## src/cap_pkg.sv

```systemverilog
package cap_pkg;

  // command/address frame as sampled on the pins
  typedef struct packed {
    logic [2:0]  chip_id;
    logic        act_n;
    logic [1:0]  bank_group;
    logic [1:0]  bank;
    logic        a17;
    logic        a16_ras_n;
    logic        a15_cas_n;
    logic        a14_we_n;
    logic [13:0] addr;
  } cap_frame_t;

  // one erroneous frame together with its parity bit
  typedef struct packed {
    cap_frame_t frame;
    logic       pbit;
  } cap_log_t;

  // everything that crosses in from the pins
  typedef struct packed {
    cap_frame_t frame;
    logic       pbit;
    logic       cs_n;
    logic       cke;
  } cap_pins_t;

  typedef enum logic [1:0] {
    ST_IDLE = 2'b00,
    ST_HOLD = 2'b01,
    ST_TAIL = 2'b10
  } cap_state_t;

  // parity latency codes
  localparam logic [2:0] LAT_OFF  = 3'h0;
  localparam logic [2:0] LAT_CODE4 = 3'h1;
  localparam logic [2:0] LAT_CODE5 = 3'h2;
  localparam logic [2:0] LAT_CODE6 = 3'h3;
  localparam logic [2:0] LAT_CODE8 = 3'h4;
  localparam logic [3:0] LAT_CLK0 = 4'h0;
  localparam logic [3:0] LAT_CLK4 = 4'h4;
  localparam logic [3:0] LAT_CLK5 = 4'h5;
  localparam logic [3:0] LAT_CLK6 = 4'h6;
  localparam logic [3:0] LAT_CLK8 = 4'h8;
  localparam logic [3:0] TAP_BIAS = 4'h2;

  localparam int DEPTH = 8;

  // timing, figures in ns, counts in cycles of sys_clk
  localparam int CLK_NS      = 100;
  localparam int ALERT_ON_NS = 1000;
  localparam int PW_MIN_NS   = 6000;
  localparam int PW_MAX_NS   = 10000;
  localparam int TRAS_NS     = 3500;
  localparam logic [7:0] ALERT_ON_CYC = 8'(ALERT_ON_NS / CLK_NS);
  localparam logic [7:0] PW_MIN_CYC   = 8'((PW_MIN_NS + CLK_NS - 1) / CLK_NS);
  localparam logic [7:0] PW_MAX_CYC   = 8'(PW_MAX_NS / CLK_NS);
  localparam logic [7:0] TRAS_CYC     = 8'((TRAS_NS + CLK_NS - 1) / CLK_NS);
  localparam logic [7:0] CNT_ONE      = 8'h01;
  localparam logic [7:0] CNT_ZERO     = 8'h00;

  // refresh encoding: act_n, ras_n, cas_n, we_n
  localparam logic [3:0] CMD_REF = 4'h9;

endpackage : cap_pkg

```

## src/cap_delay_line.sv

```systemverilog
`timescale 1ns/1ps
module cap_delay_line (
  input  logic                sys_clk,  // command clock
  input  logic                rst_n,    // sync reset, active low
  input  logic                wr_valid, // command enters the line
  input  cap_pkg::cap_frame_t wr_data,  // command frame
  input  logic [2:0]          tap,      // stage picked for output
  input  logic                flush,    // drop all held commands
  output logic                rd_valid, // registered output valid
  output cap_pkg::cap_frame_t rd_data   // registered output frame
);
  logic                vld_q [cap_pkg::DEPTH];
  cap_pkg::cap_frame_t dat_q [cap_pkg::DEPTH];

  // one stage per clock of latency
  genvar i;
  generate
    for (i = 0; i < cap_pkg::DEPTH; i++) begin : g_stage
      // head and body split at elaboration, so no stage ever names index -1
      if (i == 0) begin : g_head
        always_ff @(posedge sys_clk) begin
          if (!rst_n || flush) begin
            vld_q[i] <= 1'b0;
          end else begin
            vld_q[i] <= wr_valid;
          end
        end
        always_ff @(posedge sys_clk) begin
          dat_q[i] <= wr_data;
        end
      end else begin : g_body
        always_ff @(posedge sys_clk) begin
          if (!rst_n || flush) begin
            vld_q[i] <= 1'b0;
          end else begin
            vld_q[i] <= vld_q[i-1];
          end
        end
        always_ff @(posedge sys_clk) begin
          dat_q[i] <= dat_q[i-1];
        end
      end
    end
  endgenerate

  // read register, cleared with the line
  always_ff @(posedge sys_clk) begin
    if (!rst_n || flush) begin
      rd_valid <= 1'b0;
      rd_data  <= '0;
    end else begin
      rd_valid <= vld_q[tap];
      rd_data  <= dat_q[tap];
    end
  end
endmodule : cap_delay_line

```

## config.mk

```make
export PLATFORM = sky130hd
export DESIGN_NAME = cap_delay_line
export DESIGN_NICKNAME = d
export VERILOG_FILES = /design/src/cap_pkg.sv /design/src/cap_delay_line.sv
export SDC_FILE = /design/constraint.sdc
export NUM_CORES = 1
export LEC_CHECK = 0
export BUFFER_PORTS_ARGS = -buffer_cell sky130_fd_sc_hd__buf_2
export CAP_MARGIN = 20
export CELL_PAD_IN_SITES_DETAIL_PLACEMENT = 2
export CELL_PAD_IN_SITES_GLOBAL_PLACEMENT = 2
export CORE_MARGIN = 2
export CORE_UTILIZATION = 44
export CTS_CLUSTER_DIAMETER = 30
export CTS_CLUSTER_SIZE = 10
export DETAILED_ROUTE_END_ITERATION = 7
export PLACE_DENSITY = 0.88
export SYNTH_ARGS = -nofsm -noshare
export SYNTH_HDL_FRONTEND = slang
export SYNTH_SLANG_ARGS = --single-unit
```

## constraint.sdc

```tcl
create_clock -name sys_clk -period 4.2 [get_ports sys_clk]
set_clock_uncertainty 0.05 [all_clocks]
set_input_delay 0.84 -clock sys_clk [delete_from_list [all_inputs] [get_ports sys_clk]]
set_output_delay 0.84 -clock sys_clk [all_outputs]
set_load 0.1 [all_outputs]
```

### After elaboration in Yosys (flattened, before gate mapping)

Memory sizes are Yosys's and may differ from the RTL's. A register that Yosys moved wholly into a read port is not among the register bits.
Index checks and enable logic that the tools add are counted.

* multiplexer cells: 11
* bitwise gates (word level): 8
* reduce and logical (&&, ||, !) cells: 2

Operator list (count)
* 2-to-1 mux 1 bit: 11
* bitwise OR 1 bit: 8
* zero test 1 bit: 1
* logical OR 1 bit: 1

* register bits after elaboration: 0
* RAM bits: 216
* input port bits: 33
* output and inout port bits: 27
* logic and storage cells: 23
* memories kept: 2

Memories
* dat_q: words 8, bits a word 26, read ports 8, clocked after Yosys merged registers in 1, write ports 8, RTL line cap_delay_line.sv:13 `cap_pkg::cap_frame_t dat_q [cap_pkg::DEPTH];`
* vld_q: words 8, bits a word 1, read ports 8, clocked after Yosys merged registers in 1, write ports 8, RTL line cap_delay_line.sv:12 `logic vld_q [cap_pkg::DEPTH];`

### Logic depth before layout (Yosys ltp)

* word-level depth: 5
* mapped depth: 5
* gate-level depth less buffers: 3

### Worst setup path before layout

No wires, ideal clock.

* path kind: input -> register
* start: input port tap[0]
* end: register rd_data[8] (netlist name)
* library setup time: 0.084 ns
* arrival: 1.891 ns
* data required time: 4.066 ns
* setup slack: 2.175 ns
* stages on the path: 5
* buffers on the path: 2
* cell sequence: or4b_1 buf_4 buf_6 o22a_1 o221ai_1

RTL lines
* start: declaration: RTL line cap_delay_line.sv:7 `input logic [2:0] tap,`

==> impl_metrics.py <==
metrics = {
    "clock_tree": {
        "h-tree-depth": 2,
        "cts_buffers": 40,
        "tritoncts": "done",
        "cts_root_buf": "clkbuf_16",
        "insertion_delay_ns": 0.51,
        "post_cts_resized": 0,
        "hold_buffers": 0,
        "clkTransAtPathRegs_ns": 0.05,
        "post_cts_buffers": 0,
        "clock_sinks": 243,
        "cts_buffer_depth": 3,
    },
    "yosys": {
        "ys_seq_area_share_pct": 73.3,
        "synth-seq-cells": 243,
        "synth.cell_area_um2": 6630,
        "yosysWarnings": 0,
        "syn-instance-count": 441,
        "synth.distinct_cells": 15,
        "synthesis.nets": 474,
        "syn_area_per_cell_um2": 15.0,
    },
    "timing": {
        "hold_viol_final": 0,
        "finalHoldWorstSlack_ns": 0.296,
        "drv_slew": 0,
        "report.final.setup_viol": 0,
        "final.period_utilization_pct": 53.3,
        "fin_ws_ns": 1.96,
        "fin_crit_ns": 2.24,
        "rsz0062_at_grt": "no",
        "max_freq_mhz": 446,
        "worstMarginPinSlew_ns": 1.06,
        "fin_setup_tns_ns": 0,
        "max-slew-margin-rel_pct": 29.6,
    },
    "min_path": {
        "min_path_type": "flip-flop to flip-flop",
        "hold_depth": 0,
    },
    "placement": {
        "dp_hpwl_um": 8440,
        "numPortBuffers": 59,
        "dp_slack_ns": 1.50,
        "place_inst": 666,
        "post_dp_cell_area_um2": 7100,
        "routabilityCongestion": 0.658,
    },
    "status": {
        "status": "completed",
    },
    "global_route": {
        "grt_overflow": 0,
        "grt.total_usage_pct": 22.6,
        "grt_pass1_vias": 4656,
        "grt_max_degree": 72,
        "grt_pass1_wl_um": 27700,
        "grt_antenna_before_repair": 0,
    },
    "finish": {
        "final_area_um2": 8430,
        "final_cells": 736,
        "nNetsFinal": 557,
        "antenna_cells": 0,
        "final_layout_size_suffix_gt1_share_pct": 23.0,
        "synthToLayoutAreaGrowth_pct": 27.1,
        "fin_util_pct": 57.6,
    },
    "die": {
        "rows": 44,
        "fp.dieW_um": 127,
        "initial_utilization_pct": 45.3,
        "dieArea_um2": 16100,
        "pin_count": 60,
        "fp.coreArea_um2": 14600,
        "chipHeight_um": 127,
    },
    "critical_path": {
        "crit_fanout": 71,
        "critPathKind": "input port to flip-flop",
        "startpoint_type": "input port",
        "reg2reg_depth": 3,
        "cp.arrival_ns": 2.56,
        "cp-end-kind": "flip-flop",
        "critPathRequiredTime_ns": 4.52,
    },
    "route": {
        "drtIter0Drc": 115,
        "vias": 3808,
        "drc_errors": 0,
        "wl_um": 17600,
        "dr.pass1.iters": 4,
        "routedWlPerCell_um": 23.9,
        "viasPerCell": 5.17,
        "ant_nets": 0,
    },
    "power_and_ir_drop": {
        "p_per_area_nw_per_um2": 720,
        "leakagePower_nw": 3.76,
        "irDropWorstVdd_uv": 334,
        "finalPower_mw": 6.06,
    },
    "run": {
        "cap_violations": 0,
    },
}
## layout by cell type (no fill, tap or decap), types with 2 or more instances in the layout
cell type / instances
dfxtp_1: 243
mux2i_1: 108
clkinv_2: 5
clkinvlp_4: 4
and2_1: 8
bufinv_16: 5
clkinv_4: 4
o22a_1: 27
clkbuf_8: 2
buf_2: 58
o221ai_1: 27
buf_4: 4
clkbuf_1: 8
clkbuf_16: 41
## final cells by class
class | count | area (µm²)
tap | 184 | 230
sequential | 243 | 4860
clock buffer | 51 | 1080
clock inverter | 19 | 249
timing repair buffer | 64 | 352
fill | 1271 | 6220
multi-input combinational | 175 | 1650
## sequential cells by signal, summed over array words and instances (netlist names)
name	count
rd_valid	1
vld_q	8
dat_q	208
rd_data	26
## report_power, final
part	switching [mW]	internal (mW)
Combinational	0.217	0.0901
Sequential	0.0715	2.44
Clock	1.12	2.13
Total	1.41	4.66
## Yosys cell counts
cell,count,area (µm²)
buf_4,2,15.0
buf_6,2,22.5
nand3_1,1,5.00
nand3b_1,1,7.51
buf_2,12,60.1
clkbuf_1,6,22.5
mux2i_1,108,1080
and2_1,8,50.1
nand4bb_1,1,11.3
o221ai_1,27,236
o22a_1,27,236
or4b_1,1,10.0
nor2b_1,1,6.26
dfxtp_1,243,4860
buf_1,1,3.75
## worst paths after layout
| check | from | end | slack (ns) |
|---|---|---|---|
| setup reg to reg | dat_q[2][17] | rd_data[17] | 3.07 |
| hold reg to reg | dat_q[6][13] | dat_q[7][13] | 0.30 |
| setup / recovery | tap[1] | rd_data[21] | 1.96 |
| hold / removal | dat_q[6][13] | dat_q[7][13] | 0.30 |
## per-layer routing
| metal | global-route usage (%) | vias to the layer above | wire length, µm |
|---|---|---|---|
| li1 | - | 1759 | - |
| met5 | 0 | - | 0 |
| met4 | 8.60 | 0 | 413 |
| met2 | 41.9 | 84 | 9390 |
| met1 | 25.7 | 1931 | 7130 |
| met3 | 4.56 | 34 | 647 |
## critical path, stage by stage
cell      delay, ns
buf_6          0.59
buf_4          0.40
mux2i_1        0.30
o22a_1         0.20
o221ai_1       0.10
## kinds of logic after synthesis
group / after synthesis / share of synthesized area, %
multiplexers: 108 / 16.3
buffers and inverters: 23 / 1.87
AND/OR/NAND/NOR: 13 / 1.36
AO/OA/AOI/OAI: 54 / 7.13
flip-flops: 243 / 73.3
Power figures use the tool's default switching activity.
